<file path="config.mk">
export PLATFORM = sky130hd
export DESIGN_NAME = i2cfol_top
export DESIGN_NICKNAME = d
export VERILOG_FILES = /design/src/hw/i2cfol_pkg.sv /design/src/hw/i2cfol_buf2.sv /design/src/hw/i2cfol_top.sv
export SDC_FILE = /design/constraint.sdc
export NUM_CORES = 1
export LEC_CHECK = 0
export BUFFER_PORTS_ARGS = -buffer_cell sky130_fd_sc_hd__buf_2
export CAP_MARGIN = 40
export CORE_UTILIZATION = 32
export DETAILED_ROUTE_END_ITERATION = 16
export PLACE_DENSITY = 0.48
export SLEW_MARGIN = 15
export SYNTH_ARGS = -nofsm -noshare
export SYNTH_HDL_FRONTEND = slang
export SYNTH_SLANG_ARGS = --single-unit
export TNS_END_PERCENT = 100
</file>
<file path="constraint.sdc">
create_clock -name clk_i -period 6.3 [get_ports clk_i]
set_input_delay 0.945 -clock clk_i [delete_from_list [all_inputs] [get_ports clk_i]]
set_output_delay 0.945 -clock clk_i [all_outputs]
set_load 0.02 [all_outputs]
</file>
<file path="src/hw/i2cfol_pkg.sv">
// i2c follower front end: shared constants, types and state codes
// assumes a 100 MHz core clock; bus pins arrive asynchronously
package i2cfol_pkg;

	// ==========================================================
	// timing
	localparam int CLK_PERIOD_NS = 10;
	localparam int STD_RATE_KBPS = 100;
	localparam int FAST_RATE_KBPS = 400;
	localparam int SPIKE_NS = 50;
	// spike width rounded up to whole cycles; a level must outlast it
	localparam int FILT_CYC = (SPIKE_NS + CLK_PERIOD_NS - 1) / CLK_PERIOD_NS;
	localparam logic [2:0] FILT_CNT = 3'(FILT_CYC);
	localparam logic [1:0] STRAP_SETTLE = 2'h2;

	// ==========================================================
	// addressing
	localparam logic [3:0] BASE_ADDR = 4'h8;
	localparam logic [7:0] ID_WR_BYTE = 8'hf8;
	localparam logic [7:0] ID_RD_BYTE = 8'hf9;
	localparam logic [1:0] STRAP_LOW = 2'h0;
	localparam logic [1:0] STRAP_FLOAT = 2'h1;
	localparam logic [1:0] STRAP_HIGH = 2'h2;
	localparam logic [3:0] BIT_CNT_BYTE = 4'h8;
	localparam logic [3:0] BIT_CNT_ACKED = 4'h9;

	// ==========================================================
	// identity word (field values arbitrary)
	localparam logic [11:0] ID_MAKER = 12'h5a3;
	localparam logic [8:0] ID_PART = 9'h0c6;
	localparam logic [2:0] ID_REV = 3'h1;
	localparam logic [23:0] ID_WORD = {ID_MAKER, ID_PART, ID_REV};
	localparam logic [1:0] ID_LAST_IDX = 2'h2;

	// ==========================================================
	// types
	typedef enum logic [2:0] {
		ST_IDLE = 3'b000,
		ST_RX = 3'b001,
		ST_ACK = 3'b010,
		ST_TX = 3'b011,
		ST_MACK = 3'b100
	} i2cfol_state_t;

	typedef enum logic [1:0] {
		K_ADDR = 2'b00,
		K_IDSEL = 2'b01,
		K_DATA = 2'b10
	} i2cfol_kind_t;

	typedef struct packed {
		logic first;
		logic [7:0] data;
	} i2cfol_rx_t;

endpackage : i2cfol_pkg

</file>
<file path="src/hw/i2cfol_buf2.sv">
// two-entry valid/ready buffer for received write bytes
// assumes one clock domain; head register feeds the output directly
`timescale 1ns/1ps
`default_nettype none
module i2cfol_buf2
	import i2cfol_pkg::*;
(
	// clock and reset
	input wire logic clk_i,
	input wire logic nrst_i,
	// fill side
	input wire logic in_valid_i,
	input wire i2cfol_rx_t in_data_i,
	output logic in_ready_o,
	// drain side
	output logic out_valid_o,
	output i2cfol_rx_t out_data_o,
	input wire logic out_ready_i
);

	i2cfol_rx_t head_q;
	i2cfol_rx_t tail_q;
	logic head_vld_q;
	logic tail_vld_q;
	logic push;
	logic pop;

	assign in_ready_o = ~tail_vld_q;
	assign out_valid_o = head_vld_q;
	assign out_data_o = head_q;
	assign push = in_valid_i & ~tail_vld_q;
	assign pop = head_vld_q & out_ready_i;

	// ==========================================================
	// storage
	always_ff @(posedge clk_i)
	begin
		if (!nrst_i)
		begin
			head_q <= '0;
			tail_q <= '0;
			head_vld_q <= 1'b0;
			tail_vld_q <= 1'b0;
		end
		else if (pop && tail_vld_q)
		begin
			head_q <= tail_q;
			tail_vld_q <= push;
			if (push)
			begin
				tail_q <= in_data_i;
			end
		end
		else if (pop)
		begin
			head_vld_q <= push;
			if (push)
			begin
				head_q <= in_data_i;
			end
		end
		else if (push && !head_vld_q)
		begin
			head_q <= in_data_i;
			head_vld_q <= 1'b1;
		end
		else if (push)
		begin
			tail_q <= in_data_i;
			tail_vld_q <= 1'b1;
		end
	end

endmodule : i2cfol_buf2
`default_nettype wire

</file>
<file path="src/hw/i2cfol_top.sv">
// i2c follower front end: strap address decode, byte engine, identity read
// assumes scl/sda/strap pins are asynchronous; sda is open drain
`timescale 1ns/1ps
`default_nettype none

module i2cfol_top
	import i2cfol_pkg::*;
(
	// clock and reset
	input wire logic clk_i,
	input wire logic nrst_i,
	// address straps, ternary code per pin
	input wire logic [1:0] addr_strap_low_pin_i,
	input wire logic [1:0] addr_strap_high_pin_i,
	// bus pins
	input wire logic scl_i,
	input wire logic sda_i,
	output logic sda_o,
	output logic sda_oen_o,
	// mode
	output logic spi_mode_o,
	output logic [6:0] own_addr_o,
	// received write bytes
	output i2cfol_rx_t rx_data_o,
	output logic rx_valid_o,
	input wire logic rx_ready_i,
	// read data for the leader
	output logic rd_req_o,
	input wire logic [7:0] rd_data_i
);

	// ==========================================================
	// helpers
	function automatic logic [3:0] strap_digit(input logic [1:0] s);
		if (s == STRAP_LOW)
			strap_digit = 4'h0;
		else if (s == STRAP_HIGH)
			strap_digit = 4'h2;
		else
			strap_digit = 4'h1;
	endfunction : strap_digit

	function automatic logic [7:0] id_byte(input logic [1:0] idx);
		if (idx == 2'h0)
			id_byte = ID_WORD[23:16];
		else if (idx == 2'h1)
			id_byte = ID_WORD[15:8];
		else
			id_byte = ID_WORD[7:0];
	endfunction : id_byte

	// ==========================================================
	// synchronisers and spike filter
	logic [1:0] pin_s1_q;
	logic [1:0] pin_s2_q;
	logic [1:0] filt_q;
	logic [1:0] prev_q;
	logic [2:0] fcnt_q [2];
	logic [3:0] strap_s1_q;
	logic [3:0] strap_s2_q;

	always_ff @(posedge clk_i)
	begin
		if (!nrst_i)
		begin
			pin_s1_q <= 2'h3;
			pin_s2_q <= 2'h3;
			strap_s1_q <= 4'h0;
			strap_s2_q <= 4'h0;
		end
		else
		begin
			pin_s1_q <= {sda_i, scl_i};
			pin_s2_q <= pin_s1_q;
			strap_s1_q <= {addr_strap_high_pin_i, addr_strap_low_pin_i};
			strap_s2_q <= strap_s1_q;
		end
	end

	// a change is accepted only after it outlasts the spike width
	always_ff @(posedge clk_i)
	begin
		if (!nrst_i)
		begin
			filt_q <= 2'h3;
			prev_q <= 2'h3;
			fcnt_q[0] <= 3'h0;
			fcnt_q[1] <= 3'h0;
		end
		else
		begin
			prev_q <= filt_q;
			for (int i = 0; i < 2; i++)
			begin
				if (pin_s2_q[i] == filt_q[i])
					fcnt_q[i] <= 3'h0;
				else if (fcnt_q[i] == FILT_CNT)
				begin
					filt_q[i] <= pin_s2_q[i];
					fcnt_q[i] <= 3'h0;
				end
				else
					fcnt_q[i] <= fcnt_q[i] + 3'h1;
			end
		end
	end

	logic scl_f;
	logic sda_f;
	logic scl_rise;
	logic scl_fall;
	logic bus_start;
	logic bus_stop;

	assign scl_f = filt_q[0];
	assign sda_f = filt_q[1];
	assign scl_rise = scl_f & ~prev_q[0];
	assign scl_fall = ~scl_f & prev_q[0];
	assign bus_start = scl_f & prev_q[0] & prev_q[1] & ~sda_f;
	assign bus_stop = scl_f & prev_q[0] & ~prev_q[1] & sda_f;

	// ==========================================================
	// strap capture after reset release
	logic [1:0] settle_q;
	logic cap_done_q;
	logic spi_mode_q;
	logic [6:0] own_addr_q;
	logic [3:0] strap_idx;

	// ternary index high*3+low; index 0 is both low
	assign strap_idx = 4'(strap_digit(strap_s2_q[3:2]) * 4'h3) + strap_digit(strap_s2_q[1:0]);

	always_ff @(posedge clk_i)
	begin
		if (!nrst_i)
		begin
			settle_q <= 2'h0;
			cap_done_q <= 1'b0;
			spi_mode_q <= 1'b0;
			own_addr_q <= 7'h0;
		end
		else if (!cap_done_q && settle_q != STRAP_SETTLE)
			settle_q <= settle_q + 2'h1;
		else if (!cap_done_q)
		begin
			cap_done_q <= 1'b1;
			spi_mode_q <= (strap_idx == 4'h0);
			own_addr_q <= {BASE_ADDR, 3'(strap_idx - 4'h1)};
		end
	end

	// ==========================================================
	// byte engine
	i2cfol_state_t state_q;
	i2cfol_kind_t kind_q;
	i2cfol_kind_t kind_c;
	logic [3:0] cnt_q;
	logic [7:0] shift_q;
	logic id_armed_q;
	logic id_mode_q;
	logic [1:0] tx_idx_q;
	logic tx_next_q;
	logic sda_oen_q;
	logic rd_req_q;
	logic first_q;
	logic push_q;
	i2cfol_rx_t push_data_q;
	logic buf_ready;
	logic ack_c;
	logic tx_c;
	logic arm_c;
	logic [7:0] id_nxt;

	assign id_nxt = id_byte(tx_idx_q + 2'h1);

	// decision at the end of each received byte
	always_comb
	begin
		ack_c = 1'b0;
		tx_c = 1'b0;
		arm_c = id_armed_q;
		kind_c = K_DATA;
		case (kind_q)
			K_ADDR:
			begin
				if (shift_q == ID_WR_BYTE)
				begin
					ack_c = 1'b1;
					kind_c = K_IDSEL;
				end
				else if (shift_q == ID_RD_BYTE)
				begin
					ack_c = id_armed_q;
					tx_c = 1'b1;
				end
				else if (shift_q[7:1] == own_addr_q)
				begin
					ack_c = 1'b1;
					tx_c = shift_q[0];
					arm_c = 1'b0;
				end
				else
					arm_c = 1'b0;
			end
			K_IDSEL:
			begin
				ack_c = (shift_q[7:1] == own_addr_q);
				arm_c = ack_c;
				kind_c = K_IDSEL;
			end
			default:
				ack_c = buf_ready; // full buffer nacks so no byte is lost silently
		endcase
	end

	always_ff @(posedge clk_i)
	begin
		if (!nrst_i)
		begin
			state_q <= ST_IDLE;
			kind_q <= K_ADDR;
			cnt_q <= 4'h0;
			shift_q <= 8'h0;
			id_armed_q <= 1'b0;
			id_mode_q <= 1'b0;
			tx_idx_q <= 2'h0;
			tx_next_q <= 1'b0;
			sda_oen_q <= 1'b1;
			rd_req_q <= 1'b0;
			first_q <= 1'b0;
			push_q <= 1'b0;
			push_data_q <= '0;
		end
		else
		begin
			rd_req_q <= 1'b0;
			push_q <= 1'b0;
			if (spi_mode_q || !cap_done_q)
			begin
				state_q <= ST_IDLE;
				sda_oen_q <= 1'b1;
			end
			else if (bus_stop)
			begin
				state_q <= ST_IDLE;
				id_armed_q <= 1'b0;
				id_mode_q <= 1'b0;
				sda_oen_q <= 1'b1;
			end
			else if (bus_start)
			begin
				state_q <= ST_RX;
				kind_q <= K_ADDR;
				cnt_q <= 4'h0;
				first_q <= 1'b1;
				id_mode_q <= 1'b0;
				sda_oen_q <= 1'b1;
			end
			else if (rd_req_q)
			begin
				shift_q <= rd_data_i;
				sda_oen_q <= rd_data_i[7];
			end
			else
			begin
				case (state_q)
					ST_RX:
					begin
						if (scl_rise)
						begin
							shift_q <= {shift_q[6:0], sda_f};
							cnt_q <= cnt_q + 4'h1;
						end
						else if (scl_fall && cnt_q == BIT_CNT_BYTE)
						begin
							id_armed_q <= arm_c;
							kind_q <= kind_c;
							if (ack_c)
							begin
								state_q <= ST_ACK;
								sda_oen_q <= 1'b0;
								tx_next_q <= tx_c;
								id_mode_q <= (kind_q == K_ADDR) && (shift_q == ID_RD_BYTE);
								push_q <= (kind_q == K_DATA);
								push_data_q <= '{first: first_q, data: shift_q};
								if (kind_q == K_DATA)
									first_q <= 1'b0;
							end
							else
								state_q <= ST_IDLE;
						end
					end
					ST_ACK:
					begin
						if (scl_fall)
						begin
							cnt_q <= 4'h0;
							tx_idx_q <= 2'h0;
							sda_oen_q <= 1'b1;
							if (tx_next_q && id_mode_q)
							begin
								state_q <= ST_TX;
								shift_q <= id_byte(2'h0);
								sda_oen_q <= ID_WORD[23];
							end
							else if (tx_next_q)
							begin
								state_q <= ST_TX;
								rd_req_q <= 1'b1;
							end
							else
								state_q <= ST_RX;
						end
					end
					ST_TX:
					begin
						if (scl_rise)
							cnt_q <= cnt_q + 4'h1;
						else if (scl_fall && cnt_q == BIT_CNT_BYTE)
						begin
							state_q <= ST_MACK;
							sda_oen_q <= 1'b1;
						end
						else if (scl_fall)
						begin
							shift_q <= {shift_q[6:0], 1'b1};
							sda_oen_q <= shift_q[6];
						end
					end
					ST_MACK:
					begin
						if (scl_rise && sda_f)
						begin
							state_q <= ST_IDLE;
							id_armed_q <= 1'b0;
							id_mode_q <= 1'b0;
						end
						else if (scl_rise)
							cnt_q <= BIT_CNT_ACKED;
						else if (scl_fall && cnt_q == BIT_CNT_ACKED)
						begin
							state_q <= ST_TX;
							cnt_q <= 4'h0;
							if (id_mode_q && tx_idx_q == ID_LAST_IDX)
								shift_q <= 8'hff; // past the last byte the line stays released
							else if (id_mode_q)
							begin
								tx_idx_q <= tx_idx_q + 2'h1;
								shift_q <= id_nxt;
								sda_oen_q <= id_nxt[7];
							end
							else
								rd_req_q <= 1'b1;
						end
					end
					default:
						sda_oen_q <= 1'b1;
				endcase
			end
		end
	end

	// ==========================================================
	// write byte buffer
	i2cfol_buf2 u_buf (
		.clk_i(clk_i),
		.nrst_i(nrst_i),
		.in_valid_i(push_q),
		.in_data_i(push_data_q),
		.in_ready_o(buf_ready),
		.out_valid_o(rx_valid_o),
		.out_data_o(rx_data_o),
		.out_ready_i(rx_ready_i)
	);

	// open drain: only ever pull low, enable low means driving
	assign sda_o = 1'b0;
	assign sda_oen_o = sda_oen_q;
	assign spi_mode_o = spi_mode_q;
	assign own_addr_o = own_addr_q;
	assign rd_req_o = rd_req_q;

endmodule : i2cfol_top
`default_nettype wire

</file>
==> results.py, run 1 <==
metrics = {
    "route": {
        "drtIter0Drc": 228,
        "wl_met2_um": 4740,
        "top_layer": "met4",
        "drc": 0,
        "drt-vias-per-instance": 4.94,
        "met3WireLength_um": 509,
        "drtAntennaViolNets": 0,
        "routedLengthMet1_um": 4810,
        "firstDrtPassIters": 4,
        "totalWireLength_um": 10200,
        "via_count": 3590,
        "routedWlPerCell_um": 14.0,
    },
    "synthesis": {
        "yosys_warnings": 0,
        "synth_area_leaders": "dfxtp_1 (36%), nor2_1 (5.9%), mux2i_1 (5.5%), nand2_1 (5.1%), a21oi_1 (4.6%)",
        "yosysTopAreaCellShare_pct": 36.3,
        "ys_seq_area_share_pct": 40.4,
        "synth_most_common_cell": "dfxtp_1",
        "yosysUniqueCellTypes": 70,
        "synth_xor_area_share_pct": 2.01,
        "synth_edf_count": 6,
        "synthCells": 518,
        "ys_async_sr_fraction_pct": 0,
        "netlist_top_cells_count": "dfxtp_1 (79), nor2_1 (69), nand2_1 (59), a21oi_1 (40), mux2i_1 (24)",
        "ys_ff_latch": 85,
        "synthSimpleGateAreaFrac_pct": 24.8,
        "ys.flop_type": "dfxtp_1",
        "synth.cell_area_sq_mm": 0.00436,
        "synth_area_leader_cell": "dfxtp_1",
        "synth_top_family_by_area": "simple AND/OR/NAND/NOR gates",
        "synth_compound_area_share_pct": 16.2,
        "synthAdderAreaFrac_pct": 5.05,
        "synth.area.mux_share_pct": 5.77,
        "syn_avg_cell_area_sq_um": 8.41,
    },
    "power_and_ir_drop": {
        "ir_worst_vdd_uv": 197,
        "leakage_nw": 2.02,
        "power_density_mw_per_mm2": 260,
        "p_total_mw": 1.29,
    },
    "placement": {
        "portBuffers": 33,
        "gp_congestion": 0.807,
        "hpwlAfterDp_um": 7200,
    },
    "grt": {
        "grt_pass1_vias": 3284,
        "grt_usage_pct": 15.3,
        "antenna_found_initial": 0,
        "grt-ovfl-total": 0,
        "grt_pass1_wl_um": 16700,
        "grt_max_degree": 45,
    },
    "clock_tree": {
        "cts_root_buf": "clkbuf_16",
        "clk_pin_slew_ns": 0.07,
        "cts_tree": "yes",
        "cts_hold_buf": 0,
        "ctsResizeCount": 0,
        "clock_sinks": 85,
        "htree_levels": 3,
        "post-cts-setup-buffers": 0,
        "clock_path_buffers": 2,
        "clk_latency_ns": 0.35,
        "numCtsBuffers": 9,
    },
    "critical_path": {
        "critPathSlowestCell": "dfxtp_1",
        "cp.arrival_ns": 2.79,
        "worstPathMaxFanout": 16,
        "rrSetupSlack_ns": 3.79,
        "worstSetupEndpointType": "flop",
        "crit_type": "flop to flop",
        "critPathMaxStageDelay_ns": 0.66,
        "reg2reg_to": "tx_idx_q[0]$_SDFFE_PN0P_",
        "startpoint_type": "flop",
        "reg2reg_depth": 6,
        "crit_required_ns": 6.58,
        "reg2reg_from": "state_q[1]$_SDFFE_PP0P_",
        "crit_chain": "nand2b_1 > nor2_1 > a21oi_1 > or4_1 > or3_1 > a21oi_1",
        "cp_common_cell": "a21oi_1",
    },
    "hold_path": {
        "hold_start": "pin_s1_q[1]$_SDFF_PN1_",
        "hold_class": "flop to flop",
        "min_to": "pin_s2_q[1]$_SDFF_PN1_",
        "holdPathStages": 1,
    },
    "finish": {
        "drive_above_1_share_pct": 13.4,
        "diodes": 0,
        "area_delta_synth_final_pct": 14.0,
        "nNetsFinal": 580,
    },
    "timing": {
        "drv_slew": 0,
        "rsz0062_at_grt": "false",
        "finalSetupTns_ns": 0,
        "holdWs_ns": 0.407,
        "relSlewSlack_pct": 46.7,
        "fin_crit_sh_pct": 39.9,
        "max_freq_mhz": 398,
        "tightest_slew_ns": 0.780,
        "hold_viol": 0,
        "setup_viol": 0,
        "skew_ns": 0.00760,
        "finalCriticalPeriod_ns": 2.51,
    },
    "outcome": {
        "status": "completed",
    },
    "floorplanning": {
        "io_pins": 38,
        "initial_core_util_pct": 32.9,
        "die_h_um": 119,
        "die_area_sq_mm": 0.0141,
        "core-area_sq_mm": 0.0132,
        "fp-row-count": 42,
        "dieWidth_um": 119,
    },
    "job": {
        "drv.max_cap_violation_count": 0,
    },
}
area by class of cell:
cell class | instances | area [sq um]
Fill cell | 1428 | 8270
Multi-Input combinational cell | 389 | 2380
Sequential cell | 85 | 1760
Clock buffer | 9 | 225
Tap cell | 176 | 220
Timing Repair Buffer | 39 | 214
Inverter | 22 | 82.6
Clock inverter | 7 | 81.3
worst max-delay path: cells and delay by family (launching register included):
family           cells  cell delay [ns]
AND/OR/NAND/NOR      4             1.52
flip-flops           1             0.66
AO/OA/AOI/OAI        2             0.27
placed cells by master (no fill, tap or decap), types with 3 or more instances in the layout:
cell type	synthesis	layout
nand3_1	16	16
edfxtp_1	6	6
nand4_1	5	5
a31oi_1	9	9
nor2_1	69	69
or2_2	4	4
a221oi_1	4	4
nand2b_1	14	14
clkbuf_16	0	9
and2_1	8	8
nand2_1	59	59
nor2b_1	8	8
o211a_1	3	3
inv_1	21	21
o21ai_0	20	20
xnor2_1	3	3
mux2i_1	24	24
o22ai_1	3	3
conb_1	2	10
ha_1	16	16
a211oi_1	5	5
a21oi_1	40	40
dfxtp_1	79	79
nor3_1	8	8
nand4b_1	3	3
xor2_1	7	7
buf_2	1	33
buf_4	5	5
a21o_1	4	4
sequential cells by signal (all words and copies together) (netlist names), 3 cells and up:
signal and flops:
shift_q 8, u_buf.out_data_o 9, u_buf.tail_q 9, own_addr_o 4, strap_s1_q 4, strap_s2_q 4, fcnt_q 6, state_q 3
push_data_q 9, cnt_q 4
stage by stage:
step                area, sq um  utilization (%)  cells  setup WS, ns
detailed placement         4660             35.2    711          3.49
global route               4970             37.5    727          3.55
global placement           4640             35.1    709          3.51
CTS                        4970             37.5    727          3.80
floorplan                  4390                -    526          4.28
finish                     4970             37.5    727          3.79
metal layers:
layer | track usage, % | up-vias
li1 | - | 1843
met5 | 0 | -
met4 | 5.38 | 0
met3 | 4.63 | 9
met2 | 24.3 | 98
met1 | 19.6 | 1640
logic make-up (layout without fill, tap and decap cells):
logic type | count (synthesis) | in the layout
xor gates and xnor gates | 10 | 10
other | 2 | 10
buffers and inverters | 52 | 77
and+or+nand+nor | 217 | 217
muxes | 25 | 25
AOI/OAI and AO/OA | 110 | 110
adders and majority gates | 17 | 17
DFF | 85 | 85
worst max-delay path by stage:
stage | startpoint | end | slack, ns | cells past startpoint
finish | state_q[1]$_SDFFE_PP0P_ | tx_idx_q[0]$_SDFFE_PN0P_ | 3.79 | 6
global route | state_q[2]$_SDFFE_PP0P_ | cnt_q[2]$_SDFFE_PN0P_ | 3.55 | 5
CTS | state_q[1]$_SDFFE_PP0P_ | tx_idx_q[0]$_SDFFE_PN0P_ | 3.80 | 6
detailed placement | nrst_i | cnt_q[2]$_SDFFE_PN0P_ | 3.49 | 5
global placement | nrst_i | cnt_q[2]$_SDFFE_PN0P_ | 3.51 | 5
floorplan | shift_q[7]$_SDFFE_PN0P_ | push_data_q[7]$_SDFFE_PN0P_ | 4.28 | 7
where the power goes:
group / switching [mW] / leakage [nW] / internal [mW]
sequential: 0.0200 / 0.702 / 0.566
combinational: 0.0953 / 1.17 / 0.0607
clock: 0.235 / 0.148 / 0.313
No activity file was read; power rests on OpenSTA's default activity.
==> run 2, diff against run 1 <==
--- a/config.mk
+++ b/config.mk
@@ -9,7 +9,7 @@
 export CAP_MARGIN = 40
 export CORE_UTILIZATION = 32
 export DETAILED_ROUTE_END_ITERATION = 16
-export PLACE_DENSITY = 0.48
+export PLACE_DENSITY = 0.5
 export SLEW_MARGIN = 15
 export SYNTH_ARGS = -nofsm -noshare
 export SYNTH_HDL_FRONTEND = slang
==> constraint.sdc (replaced) <==
create_clock -name clk_i -period 2.1 [get_ports clk_i]
set_input_delay 0.315 -clock clk_i [delete_from_list [all_inputs] [get_ports clk_i]]
set_output_delay 0.315 -clock clk_i [all_outputs]
set_load 0.02 [all_outputs]
==> run 2 against run 1 <==
  * Clock skew barely moved
  * Sequential share of layout area shrank 2.4 points
  * Critical endpoint is now push_data_q[3]$_SDFFE_PN0P_
  * Combinational power grew to 3.4 times the previous value
  * Cell count increased by 4.8%
  * Largest power group unchanged
  * Fmax rose by 23%
  * Register-to-register slack got worse by 3.7 ns
  * Highest routed layer unchanged
  * Worst hold slack lost 0.26 ns
  * Non-clock buffer count grew 35
  * Global-route usage about the same
  * Total power rose to 3.1 times the previous value
==> results.py, run 2 (same netlist as run 1, synthesis figures left out) <==
metrics = {
    "power_and_ir_drop": {
        "p_int_mw": 2.95,
        "leakage_nw": 2.23,
        "seqPwrFrac_pct": 44.1,
        "clkPwrFrac_pct": 42.7,
        "power_density_mw_per_mm2": 743,
        "ir_worst_vdd_uv": 658,
        "p_sw_share_pct": 25.9,
        "p_total_mw": 3.98,
        "p_sw_mw": 1.03,
        "pwr-share-comb_pct": 13.3,
    },
    "floorplanning": {
        "die_area_sq_mm": 0.0141,
        "initial_core_util_pct": 32.9,
        "die_h_um": 119,
        "io_pins": 38,
        "core-area_sq_mm": 0.0132,
        "dieWidth_um": 119,
        "fp-row-count": 42,
    },
    "critical_path": {
        "crit_required_ns": 2.32,
        "worstSetupEndpointType": "flop",
        "cp.arrival_ns": 2.26,
        "startpoint_type": "flop",
        "crit_type": "flop to flop",
        "worstPathMaxFanout": 6,
    },
    "grt": {
        "grt_pass1_vias": 3526,
        "antenna_found_initial": 0,
        "grt_util_met3_pct": 3.81,
        "grt_usage_pct": 15.3,
        "grt_most_used_layer": "met2",
        "grt_pass1_wl_um": 17100,
        "grtUsageMet2_pct": 24.2,
        "gr-usage-met1_pct": 19.6,
        "grt_max_degree": 39,
        "grt-ovfl-total": 0,
    },
    "finish": {
        "nNetsFinal": 615,
        "area_delta_synth_final_pct": 22.9,
        "stdcell_count": 762,
        "layout_commonest_cell": "dfxtp_1",
        "final_cell_mix": "dfxtp_1 (71), nor2_1 (69), nand2_1 (59)",
        "drive_above_1_share_pct": 21.3,
        "final_util_pct": 40.4,
        "diodes": 0,
    },
    "clock_tree": {
        "clock_path_buffers": 2,
        "clock_sinks": 85,
        "clk_latency_ns": 0.35,
        "cts_tree": "yes",
        "cts_root_buf": "clkbuf_16",
        "clk_pin_slew_ns": 0.06,
        "htree_levels": 3,
        "cts_hold_buf": 0,
        "numCtsBuffers": 9,
    },
    "timing": {
        "skew_ns": 0.00809,
        "relSlewSlack_pct": 62.6,
        "fin_crit_sh_pct": 97.0,
        "rsz0062_at_grt": "true",
        "hold_viol": 0,
        "max_freq_mhz": 491,
        "finalSetupTns_ns": 0,
        "drv_slew": 0,
        "tightest_slew_ns": 0.560,
        "holdWs_ns": 0.148,
        "setup_viol": 0,
        "finalCriticalPeriod_ns": 2.04,
    },
    "route": {
        "drc": 0,
        "routedWlPerCell_um": 13.9,
        "firstDrtPassIters": 4,
        "drt-vias-per-instance": 4.96,
        "drtAntennaViolNets": 0,
        "via_count": 3782,
        "drtIter0Drc": 271,
        "totalWireLength_um": 10600,
    },
    "placement": {
        "portBuffers": 33,
        "hpwlAfterDp_um": 7670,
        "gp_congestion": 0.901,
        "dpl.cell_count": 744,
    },
    "outcome": {
        "status": "completed",
    },
    "hold_path": {
        "hold_class": "primary input to flop",
    },
    "job": {
        "drv.max_cap_violation_count": 0,
    },
}
-- run 2: cell count changes in the layout (fill, tap and decap cells not counted), moves of 3 or more --
cell / previous run / this run
buf_4: 5 / 39
dfxtp_1: 79 / 71
dfxtp_2: 0 / 8
nor3_1: 8 / 5
nor3_2: 0 / 3
-- run 2: metrics by stage --
stage | instance area, sq um | setup slack (ns)
after floorplan | 4390 | 0.0769
after global placement | 4920 | -0.0874
after detailed placement | 4920 | -0.0931
after CTS | 5250 | -0.0108
after global routing | 5360 | -0.0339
final | 5360 | 0.0622
-- run 2: routing by layer --
| layer | vias to the layer above | routed length (um) |
|---|---|---|
| met1 | 1780 | 5150 |
| met2 | 81 | 4830 |
| met3 | 15 | 389 |
| li1 | 1906 | - |
| met4 | 0 | 194 |
| met5 | - | 0 |
-- run 2: worst paths after layout --
| kind | startpoint | end | slack [ns] | cells past startpoint |
|---|---|---|---|---|
| setup / recovery | shift_q[2]$_SDFFE_PN0P_ | push_data_q[3]$_SDFFE_PN0P_ | 0.06 | 8 |
| hold / removal | sda_i | pin_s1_q[1]$_SDFF_PN1_ | 0.15 | 2 |
| setup reg to reg | shift_q[2]$_SDFFE_PN0P_ | push_data_q[3]$_SDFFE_PN0P_ | 0.06 | 8 |
| hold reg to reg | pin_s1_q[0]$_SDFF_PN1_ | pin_s2_q[0]$_SDFF_PN1_ | 0.40 | 1 |
-- run 2: power groups by stage --
stage | sequential [mW] | clock, mW | combinational, mW
after global routing | 1.76 | 1.82 | 0.583
after floorplan | 1.80 | 0 | 0.345
after CTS | 1.76 | 1.75 | 0.509
after global placement | 1.79 | 0 | 0.496
after detailed placement | 1.79 | 0 | 0.502
final | 1.75 | 1.70 | 0.529
-- run 2: final cells by class --
| class | instances | area (sq um) |
|---|---|---|
| Clock inverter | 5 | 85.1 |
| Inverter | 22 | 82.6 |
| Clock buffer | 11 | 233 |
| Sequential cell | 85 | 1770 |
| Multi-Input combinational cell | 389 | 2460 |
| Timing Repair Buffer | 74 | 503 |
| Tap cell | 176 | 220 |
| Fill cell | 1379 | 7890 |
-- run 2: worst max-delay path: stages, from the launching register on --
cell	delay [ns]
dfxtp_1	0.32
or3b_4	0.40
o41ai_4	0.27
a21oi_4	0.10
nor4b_4	0.28
buf_4	0.17
clkbuf_16	0.15
mux2i_1	0.17
nor2_1	0.05
-- run 2: repair_timing --
item | CTS | global route
endpoints found under the setup margin | 3 | 17
cloned | 0 | 1
pin swaps | 1 | 5
setup buffers | 0 | 1
resized for setup | 4 | 19
